## config.mk

```make
export PLATFORM = sky130hd
export DESIGN_NAME = cs_readout
export DESIGN_NICKNAME = d
export VERILOG_FILES = /design/src/cs_pkg.sv /design/src/cs_readout.sv /design/src/cs_settings_mem.sv /design/src/cs_clk_div.sv
export VERILOG_INCLUDE_DIRS = /design/src
export SDC_FILE = /design/constraint.sdc
export NUM_CORES = 1
export LEC_CHECK = 0
export BUFFER_PORTS_ARGS = -buffer_cell sky130_fd_sc_hd__buf_4
export CAP_MARGIN = 30
export CORE_ASPECT_RATIO = 0.7
export CORE_MARGIN = 2
export CORE_UTILIZATION = 63
export DETAILED_ROUTE_END_ITERATION = 8
export GPL_ROUTABILITY_DRIVEN = 0
export PLACE_DENSITY = 0.86
export SETUP_SLACK_MARGIN = 0.4
export SLEW_MARGIN = 40
export SYNTH_ARGS = -nofsm -noshare
export SYNTH_HDL_FRONTEND = slang
export SYNTH_SLANG_ARGS = --single-unit
```

## constraint.sdc

```tcl
create_clock -name core_clk -period 5.7 [get_ports core_clk]
set_input_delay 0 -clock core_clk [delete_from_list [all_inputs] [get_ports core_clk]]
set_output_delay 0 -clock core_clk [all_outputs]
set_load 0.01 [all_outputs]
```

## src/cs_defines.svh

```systemverilog
// offsets, field positions, codes and reset values of the settings readout
`ifndef CS_DEFINES_SVH
`define CS_DEFINES_SVH
`define CS_CMD_READ_FLASH 8'hB0
`define CS_SUB_CHIP_SETTINGS 8'h00
`define CS_STATUS_OK 8'h00
`define CS_STATUS_UNSUPPORTED 8'h01
`define CS_STRUCT_LEN 8'h0E
`define CS_REPORT_LEN 7'h40
`define CS_OFS_INDICATOR 7'h04
`define CS_OFS_CLKDIV 7'h05
`define CS_OFS_DAC 7'h06
`define CS_MEM_IDX_INDICATOR 3'h0
`define CS_MEM_IDX_CLKDIV 3'h1
`define CS_MEM_IDX_DAC 3'h2
`define CS_BIT_SERIAL_EN 7
`define CS_BIT_RX_IDLE 6
`define CS_BIT_TX_IDLE 5
`define CS_BIT_I2C_IDLE 4
`define CS_BIT_SUSPEND_IDLE 3
`define CS_BIT_CONFIG_IDLE 2
`define CS_SEC_HI 1
`define CS_SEC_LO 0
`define CS_CLKDIV_HI 4
`define CS_DACREF_HI 7
`define CS_DACREF_LO 6
`define CS_BIT_DAC_SRC 5
`define CS_DACVAL_HI 4
`define CS_SETTING_RESET 8'h00
`endif

```

## src/cs_pkg.sv

```systemverilog
// types shared by the settings readout modules
package cs_pkg;
  typedef struct packed {
    logic valid;
    logic last;
    logic [7:0] data;
  } cs_byte_t;
  typedef struct packed {
    logic wr_en;
    logic [2:0] addr;
    logic [7:0] data;
  } cs_nvm_wr_t;
  typedef struct packed {
    logic rx_busy;
    logic tx_busy;
    logic i2c_busy;
    logic suspended;
    logic configured;
  } cs_activity_t;
  typedef struct packed {
    logic rx_led;
    logic tx_led;
    logic i2c_led;
    logic suspend;
    logic configured;
    logic clk_out;
  } cs_pin_en_t;
  typedef enum logic [1:0] {
    CS_RECV,
    CS_FETCH,
    CS_SEND,
    CS_SKIP
  } cs_state_t;
endpackage

```

## src/cs_readout.sv

```systemverilog
// chip settings bank, its report readout and the pins it steers
`include "cs_defines.svh"
module cs_readout
  import cs_pkg::*;
(
  input wire logic core_clk,
  input wire logic rst_n,
  input wire cs_byte_t cmd_in,
  output logic cmd_ready_ff,
  output cs_byte_t rsp_out_ff,
  input wire logic rsp_ready,
  input wire cs_nvm_wr_t nvm_wr,
  input wire cs_activity_t activity,
  input wire cs_pin_en_t pin_en,
  output cs_pin_en_t pin_oe_ff,
  output cs_pin_en_t pin_val_ff,
  output logic serial_desc_en_ff,
  output logic cfg_locked_ff,
  output logic cfg_password_ff,
  output logic [1:0] dac_ref_level_ff,
  output logic dac_ref_internal_ff,
  output logic [4:0] dac_init_value_ff
);
  cs_state_t state_ff;
  cs_state_t nxt_state;
  logic [6:0] rx_idx_ff;
  logic [7:0] cmd_code_ff;
  logic [7:0] sub_code_ff;
  logic [6:0] tx_idx_ff;
  logic [2:0] fetch_idx_ff;
  logic [7:0] shadow_ff [3];
  logic [7:0] live_ind_ff;
  logic [7:0] live_clk_ff;
  logic [7:0] live_dac_ff;
  logic [7:0] mem_rd_data;
  logic [2:0] mem_rd_addr;
  logic supported;
  logic load_slot;
  logic clk_pin;

  // indicator level: idle bit, inverted while active
  function automatic logic led_level(input logic idle_bit, input logic active);
    return active ? ~idle_bit : idle_bit;
  endfunction

  assign supported = (sub_code_ff == `CS_SUB_CHIP_SETTINGS);
  assign load_slot = !rsp_out_ff.valid || rsp_ready;
  assign mem_rd_addr = fetch_idx_ff;

  cs_settings_mem #(
    .DEPTH(8),
    .AW(3)
  ) u_mem (
    .core_clk(core_clk),
    .rst_n(rst_n),
    .wr_en(nvm_wr.wr_en),
    .wr_addr(nvm_wr.addr),
    .wr_data(nvm_wr.data),
    .rd_addr(mem_rd_addr),
    .rd_data_ff(mem_rd_data)
  );

  // clock output divider
  cs_clk_div u_div (
    .core_clk(core_clk),
    .rst_n(rst_n),
    .enable(pin_en.clk_out),
    .divider(live_clk_ff[`CS_CLKDIV_HI:0]),
    .clk_out_ff(clk_pin)
  );

  // live copy of the indicator, clock divider and DAC settings, written through with the store
  always_ff @(posedge core_clk or negedge rst_n) begin
    if (!rst_n) begin
      live_ind_ff <= `CS_SETTING_RESET;
      live_clk_ff <= `CS_SETTING_RESET;
      live_dac_ff <= `CS_SETTING_RESET;
    end else if (nvm_wr.wr_en) begin
      if (nvm_wr.addr == `CS_MEM_IDX_INDICATOR) begin
        live_ind_ff <= nvm_wr.data;
      end
      if (nvm_wr.addr == `CS_MEM_IDX_CLKDIV) begin
        live_clk_ff <= nvm_wr.data;
      end
      if (nvm_wr.addr == `CS_MEM_IDX_DAC) begin
        live_dac_ff <= nvm_wr.data;
      end
    end
  end

  // command state
  always_comb begin
    nxt_state = state_ff;
    case (state_ff)
      CS_RECV: begin
        if (cmd_in.valid && cmd_ready_ff && cmd_in.last) begin
          // only a read-flash report gets an answer
          if (rx_idx_ff == 7'h00) begin
            nxt_state = (cmd_in.data == `CS_CMD_READ_FLASH) ? CS_FETCH : CS_RECV;
          end else begin
            nxt_state = (cmd_code_ff == `CS_CMD_READ_FLASH) ? CS_FETCH : CS_RECV;
          end
        end
      end
      CS_FETCH: begin
        if (fetch_idx_ff == 3'h3) begin
          nxt_state = CS_SEND;
        end
      end
      CS_SEND: begin
        if (tx_idx_ff == `CS_REPORT_LEN && load_slot) begin
          nxt_state = CS_RECV;
        end
      end
      default: begin
        nxt_state = CS_RECV;
      end
    endcase
  end

  always_ff @(posedge core_clk or negedge rst_n) begin
    if (!rst_n) begin
      state_ff <= CS_RECV;
    end else begin
      state_ff <= nxt_state;
    end
  end

  always_ff @(posedge core_clk or negedge rst_n) begin
    if (!rst_n) begin
      cmd_ready_ff <= 1'b0;
    end else begin
      cmd_ready_ff <= (nxt_state == CS_RECV);
    end
  end

  // capture of command and sub-code bytes
  always_ff @(posedge core_clk or negedge rst_n) begin
    if (!rst_n) begin
      rx_idx_ff <= 7'h00;
      cmd_code_ff <= 8'h00;
      sub_code_ff <= 8'h00;
    end else if (state_ff == CS_RECV && cmd_in.valid && cmd_ready_ff) begin
      if (rx_idx_ff == 7'h00) begin
        cmd_code_ff <= cmd_in.data;
      end
      if (rx_idx_ff == 7'h01) begin
        sub_code_ff <= cmd_in.data;
      end
      if (cmd_in.last) begin
        rx_idx_ff <= 7'h00;
      end else if (rx_idx_ff != 7'h7F) begin
        rx_idx_ff <= rx_idx_ff + 7'h01;
      end
    end
  end

  // snapshot of the stored bytes through the registered read port
  always_ff @(posedge core_clk or negedge rst_n) begin
    if (!rst_n) begin
      fetch_idx_ff <= 3'h0;
    end else if (state_ff == CS_FETCH) begin
      fetch_idx_ff <= fetch_idx_ff + 3'h1;
    end else begin
      fetch_idx_ff <= 3'h0;
    end
  end

  always_ff @(posedge core_clk or negedge rst_n) begin
    if (!rst_n) begin
      shadow_ff[0] <= `CS_SETTING_RESET;
      shadow_ff[1] <= `CS_SETTING_RESET;
      shadow_ff[2] <= `CS_SETTING_RESET;
    end else if (state_ff == CS_FETCH && fetch_idx_ff != 3'h0) begin
      shadow_ff[fetch_idx_ff[1:0] - 2'h1] <= mem_rd_data;
    end
  end

  // response byte for a given index
  function automatic logic [7:0] rsp_byte(input logic [6:0] idx);
    logic [7:0] b;
    b = 8'h00;
    case (idx)
      7'h00: b = `CS_CMD_READ_FLASH;
      7'h01: b = supported ? `CS_STATUS_OK : `CS_STATUS_UNSUPPORTED;
      7'h02: b = supported ? `CS_STRUCT_LEN : 8'h00;
      `CS_OFS_INDICATOR: b = supported ? shadow_ff[0] : 8'h00;
      `CS_OFS_CLKDIV: b = supported ? {3'h0, shadow_ff[1][`CS_CLKDIV_HI:0]} : 8'h00;
      `CS_OFS_DAC: b = supported ? shadow_ff[2] : 8'h00;
      default: b = 8'h00;
    endcase
    return b;
  endfunction

  // response stream with back-pressure
  always_ff @(posedge core_clk or negedge rst_n) begin
    if (!rst_n) begin
      tx_idx_ff <= 7'h00;
    end else if (state_ff != CS_SEND) begin
      tx_idx_ff <= 7'h00;
    end else if (load_slot && tx_idx_ff != `CS_REPORT_LEN) begin
      tx_idx_ff <= tx_idx_ff + 7'h01;
    end
  end

  always_ff @(posedge core_clk or negedge rst_n) begin
    if (!rst_n) begin
      rsp_out_ff <= '0;
    end else if (state_ff == CS_SEND && load_slot) begin
      if (tx_idx_ff != `CS_REPORT_LEN) begin
        rsp_out_ff.valid <= 1'b1;
        rsp_out_ff.last <= (tx_idx_ff == `CS_REPORT_LEN - 7'h01);
        rsp_out_ff.data <= rsp_byte(tx_idx_ff);
      end else begin
        rsp_out_ff <= '0;
      end
    end else if (rsp_ready) begin
      rsp_out_ff.valid <= 1'b0;
    end
  end

  // drive only pins assigned to their function
  always_ff @(posedge core_clk or negedge rst_n) begin
    if (!rst_n) begin
      pin_oe_ff <= '0;
    end else begin
      pin_oe_ff <= pin_en;
    end
  end

  // indicator and clock output pin levels
  always_ff @(posedge core_clk or negedge rst_n) begin
    if (!rst_n) begin
      pin_val_ff <= '0;
    end else begin
      pin_val_ff.rx_led <= pin_en.rx_led &&
        led_level(live_ind_ff[`CS_BIT_RX_IDLE], activity.rx_busy);
      pin_val_ff.tx_led <= pin_en.tx_led &&
        led_level(live_ind_ff[`CS_BIT_TX_IDLE], activity.tx_busy);
      pin_val_ff.i2c_led <= pin_en.i2c_led &&
        led_level(live_ind_ff[`CS_BIT_I2C_IDLE], activity.i2c_busy);
      pin_val_ff.suspend <= pin_en.suspend &&
        led_level(live_ind_ff[`CS_BIT_SUSPEND_IDLE], activity.suspended);
      pin_val_ff.configured <= pin_en.configured &&
        led_level(live_ind_ff[`CS_BIT_CONFIG_IDLE], activity.configured);
      pin_val_ff.clk_out <= pin_en.clk_out && clk_pin;
    end
  end

  // settings presented to the rest of the chip
  always_ff @(posedge core_clk or negedge rst_n) begin
    if (!rst_n) begin
      serial_desc_en_ff <= 1'b0;
      cfg_locked_ff <= 1'b0;
      cfg_password_ff <= 1'b0;
    end else begin
      serial_desc_en_ff <= live_ind_ff[`CS_BIT_SERIAL_EN];
      cfg_locked_ff <= live_ind_ff[`CS_SEC_HI];
      cfg_password_ff <= !live_ind_ff[`CS_SEC_HI] && live_ind_ff[`CS_SEC_LO];
    end
  end

  always_ff @(posedge core_clk or negedge rst_n) begin
    if (!rst_n) begin
      dac_ref_level_ff <= 2'h0;
      dac_ref_internal_ff <= 1'b0;
      dac_init_value_ff <= 5'h00;
    end else begin
      dac_ref_level_ff <= live_dac_ff[`CS_DACREF_HI:`CS_DACREF_LO];
      dac_ref_internal_ff <= live_dac_ff[`CS_BIT_DAC_SRC];
      dac_init_value_ff <= live_dac_ff[`CS_DACVAL_HI:0];
    end
  end
endmodule

```

## src/cs_settings_mem.sv

```systemverilog
// nonvolatile settings store with registered read port
`include "cs_defines.svh"
module cs_settings_mem
  import cs_pkg::*;
#(
  parameter int DEPTH = 8,
  parameter int AW = 3
) (
  input wire logic core_clk,
  input wire logic rst_n,
  input wire logic wr_en,
  input wire logic [AW-1:0] wr_addr,
  input wire logic [7:0] wr_data,
  input wire logic [AW-1:0] rd_addr,
  output logic [7:0] rd_data_ff
);
  logic [7:0] mem [DEPTH];

  always_ff @(posedge core_clk) begin
    if (wr_en) begin
      mem[wr_addr] <= wr_data;
    end
  end

  always_ff @(posedge core_clk or negedge rst_n) begin
    if (!rst_n) begin
      rd_data_ff <= `CS_SETTING_RESET;
    end else begin
      rd_data_ff <= mem[rd_addr];
    end
  end
endmodule

```

## src/cs_clk_div.sv

```systemverilog
// clock output divider producing a square wave from the core clock while enabled
module cs_clk_div
  import cs_pkg::*;
(
  input wire logic core_clk,
  input wire logic rst_n,
  input wire logic enable,
  input wire logic [4:0] divider,
  output logic clk_out_ff
);
  logic [4:0] cnt_ff;
  logic [4:0] nxt_cnt;
  logic tick;

  // zero divider behaves as one
  always_comb begin
    tick = 1'b0;
    nxt_cnt = cnt_ff + 5'h01;
    if (cnt_ff + 5'h01 >= divider) begin
      tick = 1'b1;
      nxt_cnt = 5'h00;
    end
  end

  always_ff @(posedge core_clk or negedge rst_n) begin
    if (!rst_n) begin
      cnt_ff <= 5'h00;
    end else if (!enable) begin
      cnt_ff <= 5'h00;
    end else begin
      cnt_ff <= nxt_cnt;
    end
  end

  always_ff @(posedge core_clk or negedge rst_n) begin
    if (!rst_n) begin
      clk_out_ff <= 1'b0;
    end else if (!enable) begin
      clk_out_ff <= 1'b0;
    end else if (tick) begin
      clk_out_ff <= ~clk_out_ff;
    end
  end
endmodule

```

---- Word-level counts from Yosys, hierarchy flattened ----
Memory sizes are Yosys's and may differ from the RTL's. A register that Yosys moved wholly into a read port is not among the register bits.
Cells that the tools add are included.
cells by class
  add/subtract/negate cells ............... 5
  multipliers ............................. 0
  divide/modulo/power cells ............... 0
  magnitude comparators ................... 3
  equal/unequal tests ..................... 19
  shift-type cells ........................ 0
  multiplexer cells ....................... 36
  bitwise gates (word level) .............. 7
  reduce and logical (&&, ||, !) cells .... 36
operators by type and width
  kind                                                 count
  one-hot mux 8 bit (6 select lines)                   1
  2-to-1 mux 7 bit                                     4
  bitwise mux 24 bit                                   1
  2-to-1 mux 8 bit                                     3
  equality test 7 x 3 -> 1 bit, second input constant  3
  demux 8 bit (select 2 bit)                           1
  equality test 8 bit, second input constant           2
  logical AND 1 bit                                    16
  2-to-1 mux 1 bit                                     16
  2-to-1 mux 5 bit                                     3
  adder 7 x 1 -> 7 bit, second input constant          2
  equality test 7 x 1 -> 1 bit, second input constant  2
  zero test 7 bit                                      2
  != test 7 bit, second input constant                 2
  AND reduction 2 bit                                  6
  2-to-1 mux 10 bit                                    1
  zero test 8 bit                                      1
  equality test 7 x 2 -> 1 bit, second input constant  1
  equality test 7 x 6 -> 1 bit, second input constant  1
  equality test 7 bit, second input constant           1
  equality test 3 x 2 -> 1 bit, second input constant  2
  2-to-1 mux 2 bit                                     3
  inverter 1 bit                                       6
  one-hot mux 2 bit (3 select lines)                   1
  20 further kinds                                     25
word-level totals
  bits in registers ....................... 120
  bits in latches ......................... 0
  RAM bits ................................ 64
  ROM bits ................................ 0
  input port bits ......................... 36
  output and inout port bits .............. 34
  word-level logic and storage cells ...... 143
  memories kept ........................... 1
memories
  memory     depth  bits a word  rd ports  clocked after Yosys merged registers in  write ports  line                   RTL
  u_mem.mem  8      8            1         1                                        1            cs_settings_mem.sv:17  logic [7:0] mem [DEPTH];

---- Depth between registers and ports, before layout ----
  depth after elaboration ................. 7
  mapped depth ............................ 7
  depth with buffers taken out ............ 7

---- Cells and area by module ----
Synthesis repeated with hierarchy kept, for this count alone.
unflattened totals
  cells, all modules ...................... 499
  area, all modules ....................... 7748.7 µm²
modules (own cells, without submodules)
  module           instances  cells an instance  area each (µm²)  sequential area each (µm²)
  cs_readout       1          349                4628.2           2777.7
  cs_settings_mem  1          114                2731.4           2122.0
  cs_clk_div       1          36                 389.1            150.1

---- Least setup slack after synthesis ----
No wires, ideal clock.
  path kind ............................... register to register
  from .................................... reg fetch_idx_ff[1]
  to ...................................... reg shadow_ff[0] in the netlist's numbering
  library setup time ...................... 125 ps
  data arrival time ....................... 1950 ps
  data required time ...................... 5575 ps
  path slack .............................. 3625 ps
  stages on the path, launching flop included .. 8
  path buffers ............................ 2
  clock period less this slack ............ 2075 ps
  cells stage by stage .................... dfrtp_1 -> clkbuf_1 -> clkbuf_1 -> inv_1 -> ha_1 -> a21oi_1 -> nand2_1 -> mux2_2
on the way
  word-level cells in the longest chain between the ends .. 7
  elaborated cells between the ends (all ways) .. 10
  classes of those cells .................. add/sub (1); order compare (2); mux (3); bitwise (1); reduce/logical (3)
ends and longest elaborated chain
  item                                                                                                                   line               RTL
  start: declaration                                                                                                     cs_readout.sv:30   logic [2:0] fetch_idx_ff;
  start signal: assignment                                                                                               cs_readout.sv:163  fetch_idx_ff <= fetch_idx_ff + 3'h1;
  subtractor 2 x 1 -> 2 bit                                                                                              cs_readout.sv:175  shadow_ff[fetch_idx_ff[1:0] - 2'h1] <= mem_rd_data;
  inverter 2 -> 3 bit (not written as such)                                                                              cs_readout.sv:175
  greater-or-equal comparator 3 bit (not written as such) / less-than comparator 3 x 1 -> 1 bit (equally long branches)  cs_readout.sv:175
  logical AND 1 bit (not written as such)                                                                                cs_readout.sv:175
  2-to-1 mux 8 bit (not written as such)                                                                                 cs_readout.sv:175
  demux 8 bit (select 2 bit)                                                                                             cs_readout.sv:175
  bitwise mux 24 bit                                                                                                     cs_readout.sv:175
  end signal: indexed assignment                                                                                         cs_readout.sv:175
  end: declaration                                                                                                       cs_readout.sv:31   logic [7:0] shadow_ff [3];
Several ways; a longest one is shown, not always the timed one.
A chain may end at the register's enable or synchronous reset.

---- Final worst setup path ----
  from .................................... reg fetch_idx_ff[0]
  to ...................................... reg shadow_ff[17] in the netlist's numbering
The elaborated chain is that of the path after synthesis.

==> flow_metrics.tcl <==
set metrics [dict create \
    start_util_pct 64.9 \
    multiInputGateArea_um2 2490 \
    dp_hpwl_mm 10.1 \
    maxCapViolCount 0 \
    syn_avg_cell_area_um2 15.0 \
    antenna_found_initial 0 \
    core_area_um2 11700 \
    crit_path_start_kind "flop" \
    crit_arrival_ns 2.52 \
    rsz0062_at_grt "no" \
    critical_path_class "reg2reg" \
    vias 4739 \
    cts_sinks 189 \
    fillCellCount 646 \
    fmax_ghz 0.453 \
    pwr_density_cell_nw_per_um2 380 \
    die_h_um 96.0 \
    fin_skew_ns 0.0112 \
    portBuffers 69 \
    die_x_um 135 \
    slowest_delay_ns 0.79 \
    async_flop_share_pct 66.1 \
    grt_pass1_vias 4967 \
    rows 33 \
    gr-total-overflow 0 \
    critPathMaxFanout 20 \
    nNetsFinal 672 \
    drt_iter0_drc 377 \
    grt_max_degree 66 \
    synthFlopType "dfrtp_1" \
    synth_seq_area_share_pct 66.4 \
    worst_slew_pin_slew_ns 0.815 \
    netlist.area_leader.share_pct 41.1 \
    setup_tns_ns 0 \
    critical_path.top_delay_family "flip-flops" \
    yosysTopAreaCell "dfrtp_1" \
    dr.pass1.iters 5 \
    synth_edf_count 64 \
    required_ns 6.01 \
    synth_nets 560 \
    clockRootBuffer "clkbuf_16" \
    viasPerCell 6.01 \
    grt_pass1_wl_mm 26.9 \
    track_usage_pct 28.5 \
    ios 70 \
    antenna_cells 0 \
    synth.distinct_cells 54 \
    routed_wl_mm 16.7 \
    status "completed" \
    ys_seq_elements 189 \
    worstPathBufferInverterCount 1 \
    final_cells 788 \
    slowest_stage "dfrtp_2" \
    vdd_drop_max_mv 0.284 \
    yosys-top-cells-area "dfrtp_1 (41%), edfxtp_1 (25%), mux2_2 (8.1%), mux4_2 (4.7%), ha_1 (3.0%)" \
    post_cts_buffers 0 \
    crit_chain "inv_1, ha_1, a21oi_1, nand2_1, mux2_2" \
    clk_path_buf_depth 2 \
    drt-wirelength-per-cell_um 21.2 \
    timing.slew.headroom_pct 45.5 \
    ys_top_cells_by_count "dfrtp_1 (125), edfxtp_1 (64), mux2_2 (55)" \
    clkSlewWorstSetupHoldPaths_ns 0.07 \
    clk_latency_ns 0.43 \
    fin_crit_sh_pct 38.7 \
    syn_area_um2 7610 \
    drc 0 \
    drive_above_1_share_pct 30.0 \
    seq_area_um2 5050 \
    cts_inserted_buffers 17 \
    synthCells 506 \
    die_area_um2 13000 \
    synth.most_common_cell "dfrtp_1" \
    timing.final.ws_setup_ns 3.49 \
    hold_viol_final 0 \
    cts_tree "built" \
    p_leak_nw 3.95 \
    layout_min_cycle_time_ns 2.21 \
    setup_viol 0 \
    drtAntennaViolNets 0 \
    maxSlewViolCount 0 \
    dp_slack_ns 3.42 \
    cts.htree.levels 4 \
    area_growth_pct 21.3 \
    yosysWarnings 0 \
    dp.cells 725 \
    endpoint_kind "flop" \
    hold_class "in2reg" \
]
layout by cell type (no fill, tap or decap), types with 13 or more instances in the layout:
cell type,n
dlygate4sd3_1,31
nor2_1,22
ha_1,18
mux2_2,55
mux4_2,16
dfrtp_1,123
nand2b_1,13
edfxtp_1,64
buf_4,71
nand2_1,43
clkbuf_16,17
power by group:
group / switching, mW / total (mW) / internal, mW
Sequential: 0.125 / 1.72 / 1.59
Combinational: 0.321 / 0.637 / 0.316
Clock: 0.567 / 1.15 / 0.585
metal layers:
metal / GRT usage (%) / routed length [µm]
met1: 36.1 / 6800
met2: 47.5 / 8470
met5: 0 / 0
met4: 14.6 / 590
met3: 6.11 / 885
layout make-up:
| class | count | area share (%) |
|---|---|---|
| clock buffers | 18 | 4.65 |
| clock inverters | 14 | 1.65 |
| inverters | 12 | 0.488 |
| multi-input cells | 294 | 27.0 |
| flip-flops and latches | 189 | 54.7 |
| well taps | 157 | 2.13 |
| repair buffers | 104 | 9.38 |
worst min-delay path: stages:
cell    delay [ns]
buf_4         0.12
nor3_2        0.08
mux2_2        0.22
state kept, by name, indices dropped and copies added, names as in the netlist, 7 cells and up:
register / flops
cmd_code_ff: 8
u_mem.rd_data_ff: 8
rsp_out_ff: 10
shadow_ff: 21
live_ind_ff: 8
tx_idx_ff: 7
sub_code_ff: 8
rx_idx_ff: 7
live_dac_ff: 8
u_mem.mem: 64
path summary, 6_finish.rpt:
path,from,endpoint,slack [ns],cells after the start
max,fetch_idx_ff[0]$_DFF_PN0_,shadow_ff[17]$_DFFE_PN0P_,3.49,5
min,nvm_wr[9],live_ind_ff[6]$_DFFE_PN0P_,0.03,3
max reg2reg,fetch_idx_ff[0]$_DFF_PN0_,shadow_ff[17]$_DFFE_PN0P_,3.49,5
min reg2reg,live_dac_ff[3]$_DFFE_PN0P_,dac_init_value_ff[3]$_DFF_PN0_,0.38,0
max in group asynchronous,rst_n,pin_oe_ff[3]$_DFF_PN0_,4.61,3
min in group asynchronous,rst_n,tx_idx_ff[4]$_DFFE_PN0P_,0.09,2
stage by stage:
| stage | hold slack, ns | instance area, µm² | util [%] | power, mW |
|---|---|---|---|---|
| 6_report | 0.0268 | 9230 | 78.7 | 3.50 |
| 5_1_grt | 0.0225 | 9230 | 78.7 | 3.66 |
| 4_1_cts | 0.00900 | 9210 | 78.5 | 3.49 |
| 3_5_place_dp | 0.119 | 8310 | 70.9 | 2.33 |
| 3_3_place_gp | 0.0950 | 8310 | 70.8 | 2.27 |
| 2_1_floorplan | -0.296 | 7610 | - | 2.09 |
kinds of logic after synthesis:
family	count (synthesis)	synth area share [%]
xor+xnor	16	1.84
fa+ha+maj	18	2.96
compound gates	48	4.69
buf+inv	23	1.30
flops	189	66.4
simple gates	139	9.72
mux	73	13.1
repair_timing:
item	4_1_cts	5_1_grt
hold endpoints to repair	183	0
resized for setup	0	0
hold buffers	31	0
Note: power is estimated with default switching activity, not from simulation.
